<file path="src/include/mdd_pkg.sv">
// Constants, register map and field layout for the mirror driver diagnostics block.
//
// Operation
// - Bit 3 of the diag register turns the high-side source on or off and reads back.
// - Bit 2 of the diag register turns the low-side sink on or off and reads back.
// - The source feeds the mirror sense pin and the sink the mirror resistor pin.
// - Bit 1 is a read-only, unlatched open/short flag showing the live comparator result.
// - An over-current disables the driver and sets bit 0; bit 0 stays 1 after the over-current ends, until cleared.
// - The over-current flag clears only on a write of 1 to bit 0; a 0 leaves it alone.
// - Bits 7 to 4 of the diag register are unimplemented, read as zero and ignore writes.
// - A short to ground above the protection threshold turns the output stage off.
// - The over-current flag, kept in the diag register, also shows in the global status.
// - The driver enable is held off while the over-current flag is set.
package mdd_pkg;

   // Bus geometry.
   localparam int unsigned ADDR_W = 8;
   localparam int unsigned DATA_W = 32;
   localparam int unsigned REG_W = 8;

   // Register byte addresses.
   localparam logic [ADDR_W-1:0] ADDR_MIRROR_DRIVER_CTRL = 8'h00;
   localparam logic [ADDR_W-1:0] ADDR_GLOBAL_IRQ_STATUS = 8'h04;
   localparam logic [ADDR_W-1:0] ADDR_GLOBAL_IRQ_MASK = 8'h08;
   localparam logic [ADDR_W-1:0] ADDR_MIRROR_DIAG_STATUS = 8'h0c;

   // Driver control register fields.
   localparam int unsigned CTRL_EN_BIT = 7;
   localparam int unsigned CTRL_DSC_BIT = 6;
   localparam int unsigned CTRL_DAC_LSB = 0;
   localparam int unsigned DAC_W = 6;

   // Diagnostic register fields.
   localparam int unsigned DIAG_SRC_HIGH_BIT = 3;
   localparam int unsigned DIAG_SINK_LOW_BIT = 2;
   localparam int unsigned DIAG_OSF_BIT = 1;
   localparam int unsigned DIAG_OCIF_BIT = 0;

   // Interrupt status and mask fields.
   localparam int unsigned IRQ_OC_BIT = 0;
   localparam int unsigned IRQ_OSF_BIT = 1;
   localparam int unsigned IRQ_W = 2;

   // Reset values.
   localparam logic [REG_W-1:0] CTRL_RESET = 8'h00;
   localparam logic [IRQ_W-1:0] IRQ_MASK_RESET = 2'h0;
   localparam logic [DATA_W-1:0] DATA_ZERO = 32'h0000_0000;

   // Synchroniser depth for the analog comparator inputs.
   localparam int unsigned SYNC_STAGES = 2;

endpackage

</file>
<file path="src/core/mdd_sync.sv">
// Two-stage synchroniser for the comparator levels that come from the analog side.
`timescale 1ns/1ps
module mdd_sync #(
   parameter int unsigned WIDTH = 2
) (
   // Clock and reset.
   input wire logic clk_i,
   input wire logic rst_i,
   // Asynchronous levels in, synchronised levels out.
   input wire logic [WIDTH-1:0] async_i,
   output logic [WIDTH-1:0] sync_o
);

   logic [WIDTH-1:0] meta_q;
   logic [WIDTH-1:0] sync_q;

   // The first stage is read only by the second, so metastability has a full cycle to settle.
   always_ff @(posedge clk_i) begin
      if (rst_i) begin
         meta_q <= '0;
         sync_q <= '0;
      end else begin
         meta_q <= async_i;
         sync_q <= meta_q;
      end
   end

   assign sync_o = sync_q;

endmodule

</file>
<file path="src/core/mdd_core.sv">
// Mirror driver control and diagnostics register bank with a classic Wishbone slave port.
`timescale 1ns/1ps
module mdd_core
   import mdd_pkg::*;
(
   // Clock and reset.
   input wire logic clk_i,
   input wire logic rst_i,
   // Wishbone classic slave.
   input wire logic wb_cyc_i,
   input wire logic wb_stb_i,
   input wire logic wb_we_i,
   input wire logic [ADDR_W-1:0] wb_adr_i,
   input wire logic [3:0] wb_sel_i,
   input wire logic [DATA_W-1:0] wb_dat_i,
   output logic [DATA_W-1:0] wb_dat_o,
   output logic wb_ack_o,
   // Analog comparator results, asynchronous to clk_i.
   input wire logic open_short_cmp_i,
   input wire logic overcurrent_cmp_i,
   // Diagnostic current source on the mirror sense pin and sink on the mirror resistor pin.
   output logic diag_source_high_en_o,
   output logic diag_sink_low_en_o,
   // Driver output stage controls.
   output logic mirror_driver_en_o,
   output logic mirror_discharge_en_o,
   output logic [DAC_W-1:0] mirror_dac_o,
   // Level interrupt.
   output logic irq_o
);

   // Synchronised comparator levels.
   logic [1:0] cmp_sync;
   logic open_short_flag;
   logic overcurrent_live;

   // Bus state.
   logic ack_q;
   logic [DATA_W-1:0] rdata_q;
   logic [DATA_W-1:0] rdata_d;
   logic bus_req;
   logic wr_commit;
   logic rd_commit;
   logic lane0_wr;

   // Register state.
   logic ctrl_en_q;
   logic ctrl_dsc_q;
   logic [DAC_W-1:0] ctrl_dac_q;
   logic src_high_q;
   logic sink_low_q;
   logic overcurrent_irq_flag_q;
   logic osf_sticky_q;
   logic [IRQ_W-1:0] irq_mask_q;
   logic osf_prev_q;
   logic osf_rise;

   // Output registers.
   logic drv_en_q;
   logic irq_q;

   // Byte view of the live registers, shared by the read mux and the interrupt logic.
   logic [REG_W-1:0] ctrl_view;
   logic [REG_W-1:0] diag_view;
   logic [IRQ_W-1:0] irq_status_view;

   // Zero-extend an 8-bit register into the 32-bit data word.
   function automatic logic [DATA_W-1:0] widen(input logic [REG_W-1:0] v);
      widen = {{(DATA_W-REG_W){1'b0}}, v};
   endfunction

   // True when the bus address equals the given register offset; used for both writes and reads.
   function automatic logic hit(input logic [ADDR_W-1:0] a, input logic [ADDR_W-1:0] off);
      hit = (a == off);
   endfunction

   // Both comparator outputs come from the analog domain and pass two flip-flops.
   mdd_sync #(
      .WIDTH(2)
   ) u_cmp_sync (
      .clk_i(clk_i),
      .rst_i(rst_i),
      .async_i({overcurrent_cmp_i, open_short_cmp_i}),
      .sync_o(cmp_sync)
   );

   assign open_short_flag = cmp_sync[0];
   assign overcurrent_live = cmp_sync[1];

   // Bus request decode. Writes and read side effects take place at the edge where the
   // master sees ack high, so a held request is acted on exactly once.
   assign bus_req = wb_cyc_i & wb_stb_i;
   assign wr_commit = bus_req & ack_q & wb_we_i;
   assign rd_commit = bus_req & ack_q & ~wb_we_i;
   // Every register sits in the low byte lane, at most eight bits wide (the interrupt registers two); other lanes are ignored.
   assign lane0_wr = wr_commit & wb_sel_i[0];

   // Register views as software sees them.
   always_comb begin
      ctrl_view = '0;
      ctrl_view[CTRL_EN_BIT] = ctrl_en_q;
      ctrl_view[CTRL_DSC_BIT] = ctrl_dsc_q;
      ctrl_view[CTRL_DAC_LSB +: DAC_W] = ctrl_dac_q;
      // Upper nibble stays zero: those bits have no storage at all.
      diag_view = '0;
      diag_view[DIAG_SRC_HIGH_BIT] = src_high_q;
      diag_view[DIAG_SINK_LOW_BIT] = sink_low_q;
      // The open/short bit is the live comparator level, never a stored copy.
      diag_view[DIAG_OSF_BIT] = open_short_flag;
      diag_view[DIAG_OCIF_BIT] = overcurrent_irq_flag_q;
      irq_status_view = '0;
      // The global status shows the very same flip-flop as the diagnostic register.
      irq_status_view[IRQ_OC_BIT] = overcurrent_irq_flag_q;
      irq_status_view[IRQ_OSF_BIT] = osf_sticky_q;
   end

   // Read data mux; unmapped addresses answer with zero.
   always_comb begin
      unique case (wb_adr_i)
         ADDR_MIRROR_DRIVER_CTRL: rdata_d = widen(ctrl_view);
         ADDR_GLOBAL_IRQ_STATUS: rdata_d = widen({{(REG_W-IRQ_W){1'b0}}, irq_status_view});
         ADDR_GLOBAL_IRQ_MASK: rdata_d = widen({{(REG_W-IRQ_W){1'b0}}, irq_mask_q});
         ADDR_MIRROR_DIAG_STATUS: rdata_d = widen(diag_view);
         default: rdata_d = DATA_ZERO;
      endcase
   end

   // Acknowledge one cycle after the request is seen, then drop for a cycle.
   // Read data is captured together with ack and stands for that ack cycle.
   always_ff @(posedge clk_i) begin
      if (rst_i) begin
         ack_q <= 1'b0;
         rdata_q <= DATA_ZERO;
      end else begin
         ack_q <= bus_req & ~ack_q;
         if (bus_req & ~ack_q & ~wb_we_i) begin
            rdata_q <= rdata_d;
         end else if (~bus_req | ack_q) begin
            rdata_q <= DATA_ZERO;
         end
      end
   end

   // Driver control register. An over-current clears the stored enable, and while the
   // flag stays set any attempt to write the enable back to 1 is dropped.
   always_ff @(posedge clk_i) begin
      if (rst_i) begin
         ctrl_en_q <= CTRL_RESET[CTRL_EN_BIT];
         ctrl_dsc_q <= CTRL_RESET[CTRL_DSC_BIT];
         ctrl_dac_q <= CTRL_RESET[CTRL_DAC_LSB +: DAC_W];
      end else begin
         if (lane0_wr && hit(wb_adr_i, ADDR_MIRROR_DRIVER_CTRL)) begin
            ctrl_dsc_q <= wb_dat_i[CTRL_DSC_BIT];
            ctrl_dac_q <= wb_dat_i[CTRL_DAC_LSB +: DAC_W];
            ctrl_en_q <= wb_dat_i[CTRL_EN_BIT] & ~overcurrent_irq_flag_q;
         end
         if (overcurrent_live) begin
            ctrl_en_q <= 1'b0;
         end
      end
   end

   // Diagnostic source and sink enables: plain read/write bits that go straight to the
   // current source on the sense pin and the sink on the resistor pin.
   always_ff @(posedge clk_i) begin
      if (rst_i) begin
         src_high_q <= 1'b0;
         sink_low_q <= 1'b0;
      end else if (lane0_wr && hit(wb_adr_i, ADDR_MIRROR_DIAG_STATUS)) begin
         src_high_q <= wb_dat_i[DIAG_SRC_HIGH_BIT];
         sink_low_q <= wb_dat_i[DIAG_SINK_LOW_BIT];
      end
   end

   // Over-current flag: set by the comparator, cleared only by writing 1 to bit 0.
   // The set is tested last so an over-current in the clearing cycle is not lost,
   // and a fault that is still present simply keeps the flag up.
   always_ff @(posedge clk_i) begin
      if (rst_i) begin
         overcurrent_irq_flag_q <= 1'b0;
      end else begin
         if (lane0_wr && hit(wb_adr_i, ADDR_MIRROR_DIAG_STATUS)
               && wb_dat_i[DIAG_OCIF_BIT]) begin
            overcurrent_irq_flag_q <= 1'b0;
         end
         if (overcurrent_live) begin
            overcurrent_irq_flag_q <= 1'b1;
         end
      end
   end

   // Open/short rising-edge detector on the synchronised comparator level.
   always_ff @(posedge clk_i) begin
      if (rst_i) begin
         osf_prev_q <= 1'b0;
      end else begin
         osf_prev_q <= open_short_flag;
      end
   end

   assign osf_rise = open_short_flag & ~osf_prev_q;

   // Sticky open/short event, cleared by a read of the global status register.
   // The over-current bit of that register is not touched by the read: it has one
   // home, the diagnostic register, and is cleared only there.
   always_ff @(posedge clk_i) begin
      if (rst_i) begin
         osf_sticky_q <= 1'b0;
      end else begin
         if (rd_commit && hit(wb_adr_i, ADDR_GLOBAL_IRQ_STATUS)) begin
            osf_sticky_q <= 1'b0;
         end
         if (osf_rise) begin
            osf_sticky_q <= 1'b1;
         end
      end
   end

   // Interrupt mask, same layout as the status register.
   always_ff @(posedge clk_i) begin
      if (rst_i) begin
         irq_mask_q <= IRQ_MASK_RESET;
      end else if (lane0_wr && hit(wb_adr_i, ADDR_GLOBAL_IRQ_MASK)) begin
         irq_mask_q <= wb_dat_i[IRQ_W-1:0];
      end
   end

   // Interrupt level: high while any unmasked status bit is set, one cycle behind it.
   always_ff @(posedge clk_i) begin
      if (rst_i) begin
         irq_q <= 1'b0;
      end else begin
         irq_q <= |(irq_status_view & irq_mask_q);
      end
   end

   // Driver enable seen by the output stage. The live comparator is included too so the
   // stage drops on the first synchronised cycle of a fault, not one cycle later.
   always_ff @(posedge clk_i) begin
      if (rst_i) begin
         drv_en_q <= 1'b0;
      end else begin
         drv_en_q <= ctrl_en_q & ~overcurrent_irq_flag_q & ~overcurrent_live;
      end
   end

   // Outputs, all straight from flip-flops. The diagnostic enables are not forced off
   // while the driver runs; software must discard results taken then.
   assign wb_ack_o = ack_q;
   assign wb_dat_o = rdata_q;
   assign diag_source_high_en_o = src_high_q;
   assign diag_sink_low_en_o = sink_low_q;
   assign mirror_driver_en_o = drv_en_q;
   assign mirror_discharge_en_o = ctrl_dsc_q;
   assign mirror_dac_o = ctrl_dac_q;
   assign irq_o = irq_q;

endmodule

</file>
<file path="config.mk">
export PLATFORM = sky130hd
export DESIGN_NAME = mdd_core
export DESIGN_NICKNAME = d
export VERILOG_FILES = /design/src/include/mdd_pkg.sv /design/src/core/mdd_sync.sv /design/src/core/mdd_core.sv
export SDC_FILE = /design/constraint.sdc
export NUM_CORES = 1
export LEC_CHECK = 0
export BUFFER_PORTS_ARGS = -buffer_cell sky130_fd_sc_hd__buf_4
export CAP_MARGIN = 20
export CORE_MARGIN = 2
export CORE_UTILIZATION = 42
export CTS_CLUSTER_SIZE = 16
export DETAILED_ROUTE_END_ITERATION = 12
export PLACE_DENSITY_LB_ADDON = 0.1
export SLEW_MARGIN = 20
export SYNTH_ARGS = -nofsm -noshare
export SYNTH_HDL_FRONTEND = slang
export SYNTH_SLANG_ARGS = --single-unit
</file>
<file path="constraint.sdc">
create_clock -name clk_i -period 1.7 [get_ports clk_i]
set_clock_uncertainty 0.05 [all_clocks]
set_input_delay 0.255 -clock clk_i [delete_from_list [all_inputs] [get_ports clk_i]]
set_output_delay 0.255 -clock clk_i [all_outputs]
set_load 0.005 [all_outputs]
</file>
==> results of run 1 <==
-- worst max-delay path: stages --
cell	delay, ns
sky130_fd_sc_hd__buf_4	0.11
sky130_fd_sc_hd__or4_4	0.59
sky130_fd_sc_hd__nor4_4	0.44
sky130_fd_sc_hd__mux2i_1	0.22
-- cells by family (layout without fill, tap and decap cells) --
| logic type | count (synthesis) | in the layout | share of synthesized area, % |
|---|---|---|---|
| AOI/OAI and AO/OA | 16 | 16 | 7.020 |
| buffers and inverters | 35 | 58 | 15.18 |
| DFF | 30 | 30 | 39.18 |
| muxes | 14 | 14 | 9.959 |
| other | 1 | 24 | 0.2447 |
| and+or+nand+nor | 62 | 62 | 28.41 |
-- sequential cells by signal (all words and copies together) (netlist names) --
name	cells
diag_sink_low_en_o	1
diag_source_high_en_o	1
overcurrent_irq_flag_q	1
osf_prev_q	1
mirror_discharge_en_o	1
irq_o	1
u_cmp_sync.meta_q	2
mirror_driver_en_o	1
ctrl_en_q	1
wb_ack_o	1
mirror_dac_o	6
osf_sticky_q	1
u_cmp_sync.sync_o	2
wb_dat_o	8
irq_mask_q	2
-- path summary, 6_finish.rpt --
path	from	to	slack [ns]
setup reg to reg	wb_ack_o	mirror_dac_o[4]	0.33
setup / recovery	wb_adr_i[5]	diag_source_high_en_o	0.28
hold reg to reg	u_cmp_sync.meta_q[0]	u_cmp_sync.sync_o[0]	0.40
hold / removal	wb_dat_i[0]	overcurrent_irq_flag_q	0.07
-- cell type report --
class	instances	area, sq um
sequential	30	600.6
timing repair buffer	48	360.3
clock buffer	8	78.83
inverter	2	7.507
tap	46	57.56
multi-input combinational	116	785.8
fill	349	1525
-- power groups by stage --
stage | Clock, mW | Sequential, mW | Combinational, mW
CTS | 0.538 | 0.716 | 0.133
finish | 0.514 | 0.716 | 0.134
detailed placement | 0 | 0.733 | 0.133
global placement | 0 | 0.732 | 0.129
global route | 0.565 | 0.718 | 0.148
floorplan | 0 | 0.731 | 0.113
-- stage by stage --
stage,setup WS (ns),util [%],area (sq um)
floorplan,0.2023,-,1619
CTS,0.2860,55.35,1891
detailed placement,-0.05790,53.04,1812
finish,0.2758,55.35,1891
global route,0.2204,55.35,1891
global placement,-0.03765,53.04,1812
-- layer usage --
metal	vias up	part of all wire (%)
met5	-	0
met4	0	0.90
met3	4	6.4
met2	45	48
met1	544	45
li1	592	-
-- placed cells by master, fill, tap and decap left out, drive strengths merged, types with 2 or more instances in the layout --
| cell | count |
|---|---|
| a32o | 2 |
| nand4 | 2 |
| nor2 | 3 |
| dfxtp | 30 |
| nor3b | 2 |
| o22ai | 2 |
| clkbuf | 8 |
| a21oi | 5 |
| nand4b | 5 |
| or2 | 2 |
| mux2i | 13 |
| nand2b | 19 |
| o211ai | 2 |
| and3 | 3 |
| inv | 2 |
| conb | 24 |
| nor4 | 5 |
| nor2b | 5 |
| buf | 48 |
| nand2 | 8 |
==> Flow_metrics.wiki, run 1 <==
{| class="wikitable"
! Metric !! Value
|-
| Status || finished, final reports clean
|-
| Top post-synthesis cells by area || sky130_fd_sc_hd__dfxtp_1 (39%), sky130_fd_sc_hd__buf_4 (12%), sky130_fd_sc_hd__mux2i_1 (8.5%)
|-
| Internal power of the cells || 1.060 mW
|-
| DR vias || 1185
|-
| Unique cell type count in the Yosys netlist || 37
|-
| EDFF count, synth || 0
|-
| Finish-stage setup viols || 0
|-
| Met2 track demand over resource in global routing || 26.69%
|-
| Total number of placement rows || 21
|-
| Setup crit start kind || input pin
|-
| Type of the most critical hold path || in -> reg
|-
| Number of cells in the finished layout apart from fillers || 250
|-
| Maximum number of pins on one net before global-route repair || 30
|-
| Sum of routed wire length over all layers || 3.094 mm
|-
| Endpoint class of the critical path || flop
|-
| Number of vias per cell || 4.740
|-
| Ys flop type || sky130_fd_sc_hd__dfxtp_1
|-
| Remaining design rule violation count || 0
|-
| Number of antenna violations at the first check in global routing || 0
|-
| Detailed Place HPWL || 2.432 mm
|-
| Unrepaired setup endpoints after global routing || no
|-
| First-pass DRT Iterations || 4
|-
| Width of the die || 64.41 um
|-
| All-Layer GR Usage || 16.08%
|-
| Most Used Layer, Global Route || met2
|-
| Number of I/O pins || 95
|-
| H-tree depth || 2
|-
| Die area || 0.004149 sq mm
|-
| Port buffer count || 43
|-
| Proportion of layout cells with a drive suffix above 1 || 31.86%
|-
| Fmax || 0.7021 GHz
|-
| Wire length of the first global-routing pass || 5.112 mm
|-
| Worst hold slack || 0.06547 ns
|-
| Final total negative setup slack || 0 ns
|-
| Hold Path Depth || 2
|-
| ANT cells || 0
|-
| Share of the clock period used by the worst path || 83.78%
|-
| Postcts setup bufs || 0
|-
| Fraction of post-synthesis cell area in the top cell type by area || 39.18%
|-
| Synthesized instance count || 158
|-
| Sequential cell area fraction in the yosys report || 39.18%
|-
| Post-route ant nets || 0
|-
| Total congestion overflow after global routing || 0
|-
| Met1 Track Usage GR || 19.69%
|-
| Area growth, synth to finish || 23.35%
|-
| Maximum fanout along the worst path || 4
|-
| Average size of a mapped cell || 9.701 sq um
|-
| Flop pwr share || 52.5%
|-
| Chip height || 64.41 um
|-
| Min Tclk post-route || 1.424 ns
|-
| CP Data Required Time || 1.90 ns
|-
| Number of warnings reported in the yosys synthesis log || 0
|-
| Starting utilization of the core area || 44.87%
|-
| Data arrival, critical path || 1.62 ns
|-
| Total clock sinks || 30
|-
| Number of global-route vias before repair || 1116
|-
| Switching share of power || 22.26%
|-
| Final Hold Fails || 0
|-
| Resized Gates After CTS || 0
|-
| Post-synthesis sequential element count || 30
|-
| Static leakage power || 0.8077 nW
|-
| Async SR Flop Fraction || 0%
|-
| Initial detailed-routing violation count || 30
|-
| Power consumption || 1.363 mW
|-
| Maximum root-to-sink buffer count || 2
|-
| Reg clk slew, reported paths || 0.09 ns
|-
| Clock latency on the worst-skew pair || 0.32 ns
|-
| Cell depth of the worst flop-to-flop path || 3
|-
| Global routing met3 resource utilization || 5.035%
|-
| CTS buffer count || 5
|-
| Routed length per instance || 12.38 um
|-
| Power density over cell area || 721.1 mW/mm^2
|-
| Most frequent cell after synthesis || sky130_fd_sc_hd__dfxtp_1
|-
| Number of nets in the layout || 254
|-
| Cell at the root of the clock tree || sky130_fd_sc_hd__clkbuf_4
|-
| Gate power share || 9.8%
|-
| Max-slew violation count || 0
|-
| Max capacitance violation total || 0
|-
| Dominant cell type by area after synthesis || sky130_fd_sc_hd__dfxtp_1
|-
| Switching power summed over all nets || 0.3035 mW
|-
| Cell area after synthesis || 0.001533 sq mm
|-
| Proportion of power drawn by the clock network || 37.7%
|-
| Final Wtd Congestion || 0.7289
|-
| Number of buffers inserted for hold repair after clock tree synthesis || 0
|-
| Top cells by instance count after synthesis || sky130_fd_sc_hd__dfxtp_1 (30), sky130_fd_sc_hd__buf_4 (25), sky130_fd_sc_hd__nand2b_1 (19)
|-
| Area of the core || 0.003416 sq mm
|-
| Critical path start-end classification || in -> reg
|-
| CTS tree || yes
|-
| Worst supply voltage drop on vdd || 0.0004595 V
|-
| Cell count after placement || 242
|}
(Power assumes the default switching activity.)
==> inputs of run 2 (changes only) <==
==> constraint.sdc (replaced) <==
create_clock -name clk_i -period 1.4 [get_ports clk_i]
set_clock_uncertainty 0.05 [all_clocks]
set_input_delay 0.21 -clock clk_i [delete_from_list [all_inputs] [get_ports clk_i]]
set_output_delay 0.21 -clock clk_i [all_outputs]
set_load 0.005 [all_outputs]
==> run 2 against run 1 <==
Against the previous run:
- setup slack got worse by 0.15 ns
- critical path type is now reg -> reg
- clock-buffer cell count shrank 1
- routed wire length rose by 5.9%
- critical endpoint is now mirror_dac_o[5]
- hold slack got worse by 0.029 ns
- final area grew 4.6%
- clock power up 4%
- non-clock buffer count is 10 higher
- power increased by 16%
==> Flow_metrics.wiki, run 2 (synthesis results as in run 1) <==
{| class="wikitable"
! Metric !! Value
|-
| Status || finished, final reports clean (unchanged)
|-
| Maximum fanout along the worst path || 4 (unchanged)
|-
| Chip height || 64.41 um (unchanged)
|-
| Max-slew violation count || 0 (unchanged)
|-
| Die area || 0.004149 sq mm (unchanged)
|-
| ANT cells || 0 (unchanged)
|-
| Placement-stage worst setup slack || -0.1810 ns (was -0.05790 ns)
|-
| Most frequent standard cell in the layout excluding fill and tap cells || sky130_fd_sc_hd__buf_4 (unchanged)
|-
| Setup crit start kind || flop (was input pin)
|-
| Cell at the root of the clock tree || sky130_fd_sc_hd__clkbuf_4 (unchanged)
|-
| Number of nets in the layout || 264 (was 254)
|-
| Hold_sp || overcurrent_cmp_i (was wb_dat_i[0])
|-
| Starting utilization of the core area || 44.87% (unchanged)
|-
| Data arrival, critical path || 1.49 ns (was 1.62 ns)
|-
| Worst supply voltage drop on vdd || 0.0006435 V (was 0.0004595 V)
|-
| Width of the die || 64.41 um (unchanged)
|-
| Worst hold slack || 0.03624 ns (was 0.06547 ns)
|-
| Number of I/O pins || 95 (unchanged)
|-
| CTS tree || yes (unchanged)
|-
| Area growth, synth to finish || 28.98% (was 23.35%)
|-
| Share of the clock period used by the worst path || 91.36%
|-
| Routed length per instance || 12.60 um (was 12.38 um)
|-
| Critical path start-end classification || reg -> reg (was in -> reg)
|-
| Critical Path End || mirror_dac_o[5] (was diag_source_high_en_o)
|-
| Wire length of the first global-routing pass || 5.671 mm (was 5.112 mm)
|-
| CTS buffer count || 5 (unchanged)
|-
| Final Hold Fails || 0 (unchanged)
|-
| Remaining design rule violation count || 0 (unchanged)
|-
| Leading cell types in the layout, fill and taps excluded || sky130_fd_sc_hd__buf_4 (57), sky130_fd_sc_hd__dfxtp_1 (30), sky130_fd_sc_hd__conb_1 (24), sky130_fd_sc_hd__nand2b_1 (19), sky130_fd_sc_hd__mux2i_1 (13) (was sky130_fd_sc_hd__buf_4 (48), sky130_fd_sc_hd__dfxtp_1 (30), sky130_fd_sc_hd__conb_1 (24), sky130_fd_sc_hd__nand2b_1 (19), sky130_fd_sc_hd__mux2i_1 (13))
|-
| Footprint of the multi-input gates || 813.3 sq um (was 785.8 sq um)
|-
| Maximum number of pins on one net before global-route repair || 29 (was 30)
|-
| Max capacitance violation total || 0 (unchanged)
|-
| Total number of placement rows || 21 (unchanged)
|-
| Min Tclk post-route || 1.279 ns
|-
| Worst path cell trace || and3_1 > and4_1 > buf_4 > mux2i_1 (was buf_4 > or4_4 > nor4_4 > mux2i_1)
|-
| Final WS setup || 0.1209 ns (was 0.2758 ns)
|-
| Cell at the slowest stage of the critical path || sky130_fd_sc_hd__dfxtp_1 (was sky130_fd_sc_hd__or4_4)
|-
| CP Data Required Time || 1.61 ns (was 1.90 ns)
|-
| Unrepaired setup endpoints after global routing || no (unchanged)
|-
| Met3 Wirelength || 206 um (was 198 um)
|-
| FF/Latch Area || 600.6 sq um (unchanged)
|-
| Cell depth of the worst flop-to-flop path || 4 (was 3)
|-
| Routed metal-1 wirelength || 1.424 mm (was 1.384 mm)
|-
| Worst setup startpoint || wb_ack_o (was wb_adr_i[5])
|-
| Stages on the worst setup path || 4 (unchanged)
|-
| Highest routing layer actually used || met4 (unchanged)
|-
| Finish-stage setup viols || 0 (unchanged)
|-
| Reg clk slew, reported paths || 0.09 ns (about the same)
|-
| Internal reg-to-reg setup slack || 0.12 ns (was 0.33 ns)
|-
| Type of the most critical hold path || in -> reg (unchanged)
|-
| First-pass DRT Iterations || 4 (unchanged)
|-
| Total congestion overflow after global routing || 0 (unchanged)
|-
| Delay-heaviest family, CP || simple AND/OR/NAND/NOR gates (unchanged)
|-
| All-Layer GR Usage || 17.83% (was 16.08%)
|-
| Final total negative setup slack || 0 ns (unchanged)
|-
| Area of the core || 0.003416 sq mm (unchanged)
|-
| Sum of routed wire length over all layers || 3.277 mm (was 3.094 mm)
|-
| Port buffer count || 43 (unchanged)
|-
| Max FFs per register || 8 (unchanged)
|-
| Total clock sinks || 30 (unchanged)
|-
| Fmax || 0.7818 GHz
|-
| Clock latency on the worst-skew pair || 0.33 ns (was 0.32 ns)
|-
| R2r startpoint || wb_ack_o (unchanged)
|-
| DR vias || 1221 (was 1185)
|-
| Reg-to-Reg End || mirror_dac_o[5] (was mirror_dac_o[4])
|-
| Number of cells in the finished layout apart from fillers || 260 (was 250)
|-
| Cell count after placement || 251 (was 242)
|-
| Static leakage power || 0.8503 nW (was 0.8077 nW)
|-
| WP buf/inv || 1 (unchanged)
|-
| Detailed Place HPWL || 2.558 mm (was 2.432 mm)
|-
| Stage delay of the slowest cell on the critical path || 0.38 ns (was 0.59 ns)
|-
| Final Wtd Congestion || 0.7282 (was 0.7289)
|-
| Number of vias per cell || 4.696 (was 4.740)
|-
| Proportion of layout cells with a drive suffix above 1 || 35.51% (was 31.86%)
|-
| Number of antenna violations at the first check in global routing || 0 (unchanged)
|-
| Endpoint class of the critical path || flop (unchanged)
|-
| Number of filler instances in the final layout || 335 (was 349)
|-
| Hold Path Depth || 2 (unchanged)
|-
| Maximum root-to-sink buffer count || 2 (unchanged)
|-
| Power density over cell area || 802.5 mW/mm^2 (was 721.1 mW/mm^2)
|-
| Number of global-route vias before repair || 1203 (was 1116)
|-
| Post-route ant nets || 0 (unchanged)
|-
| H-tree depth || 2 (unchanged)
|-
| Initial detailed-routing violation count || 38 (was 30)
|-
| Postcts setup bufs || 0 (unchanged)
|-
| WL met2 || 1.589 mm (was 1.481 mm)
|}
==> run 2: changes by cell type in the layout (fill, tap and decap cells not counted), sizes merged <==
cell / change
clkbuf: -1
buf: +9
clkinv: +1
dlygate4sd3: +1
==> run 2: timing repair <==
item,4_1_cts,5_1_grt
gates resized for setup,0,2
hold buffers,1,0
endpoints found under the setup margin,0,4
endpoints found under the hold margin,1,0
==> run 2: worst min-delay path by stage <==
stage,end,slack [ns]
after detailed placement,overcurrent_irq_flag_q,0.36
after floorplan,overcurrent_irq_flag_q,0.26
after CTS,u_cmp_sync.meta_q[0],0.02
after global placement,overcurrent_irq_flag_q,0.35
after global routing,u_cmp_sync.meta_q[0],0.02
final,u_cmp_sync.meta_q[1],0.04
==> run 2: layout make-up <==
cell class / count / area share (%)
sequential: 30 / 30.38
inverter: 2 / 0.3797
tap: 46 / 2.911
clock buffer: 7 / 2.785
timing repair buffer: 58 / 22.15
multi-input combinational: 116 / 41.14
clock inverter: 1 / 0.2532
==> run 2: metrics by stage <==
step / utilization, % / power, mW / area [sq um]
final: 57.88 / 1.586 / 1977
after global routing: 57.88 / 1.689 / 1977
after CTS: 57.55 / 1.610 / 1966
after detailed placement: 55.49 / 1.069 / 1896
after global placement: 55.49 / 1.065 / 1896
after floorplan: - / 1.028 / 1635
==> run 2: per-layer routing <==
layer / GRT usage (%) / vias up
met4: 7.181 / 0
met3: 5.382 / 8
met2: 29.82 / 44
met1: 21.37 / 556
li1: - / 613
met5: 0 / -
==> run 2: where the power goes <==
part           total [mW]  internal [mW]  switching, mW
registers           0.871          0.863        0.00759
logic               0.183         0.0949         0.0879
clock network       0.533          0.243          0.290
total                1.59           1.20          0.386
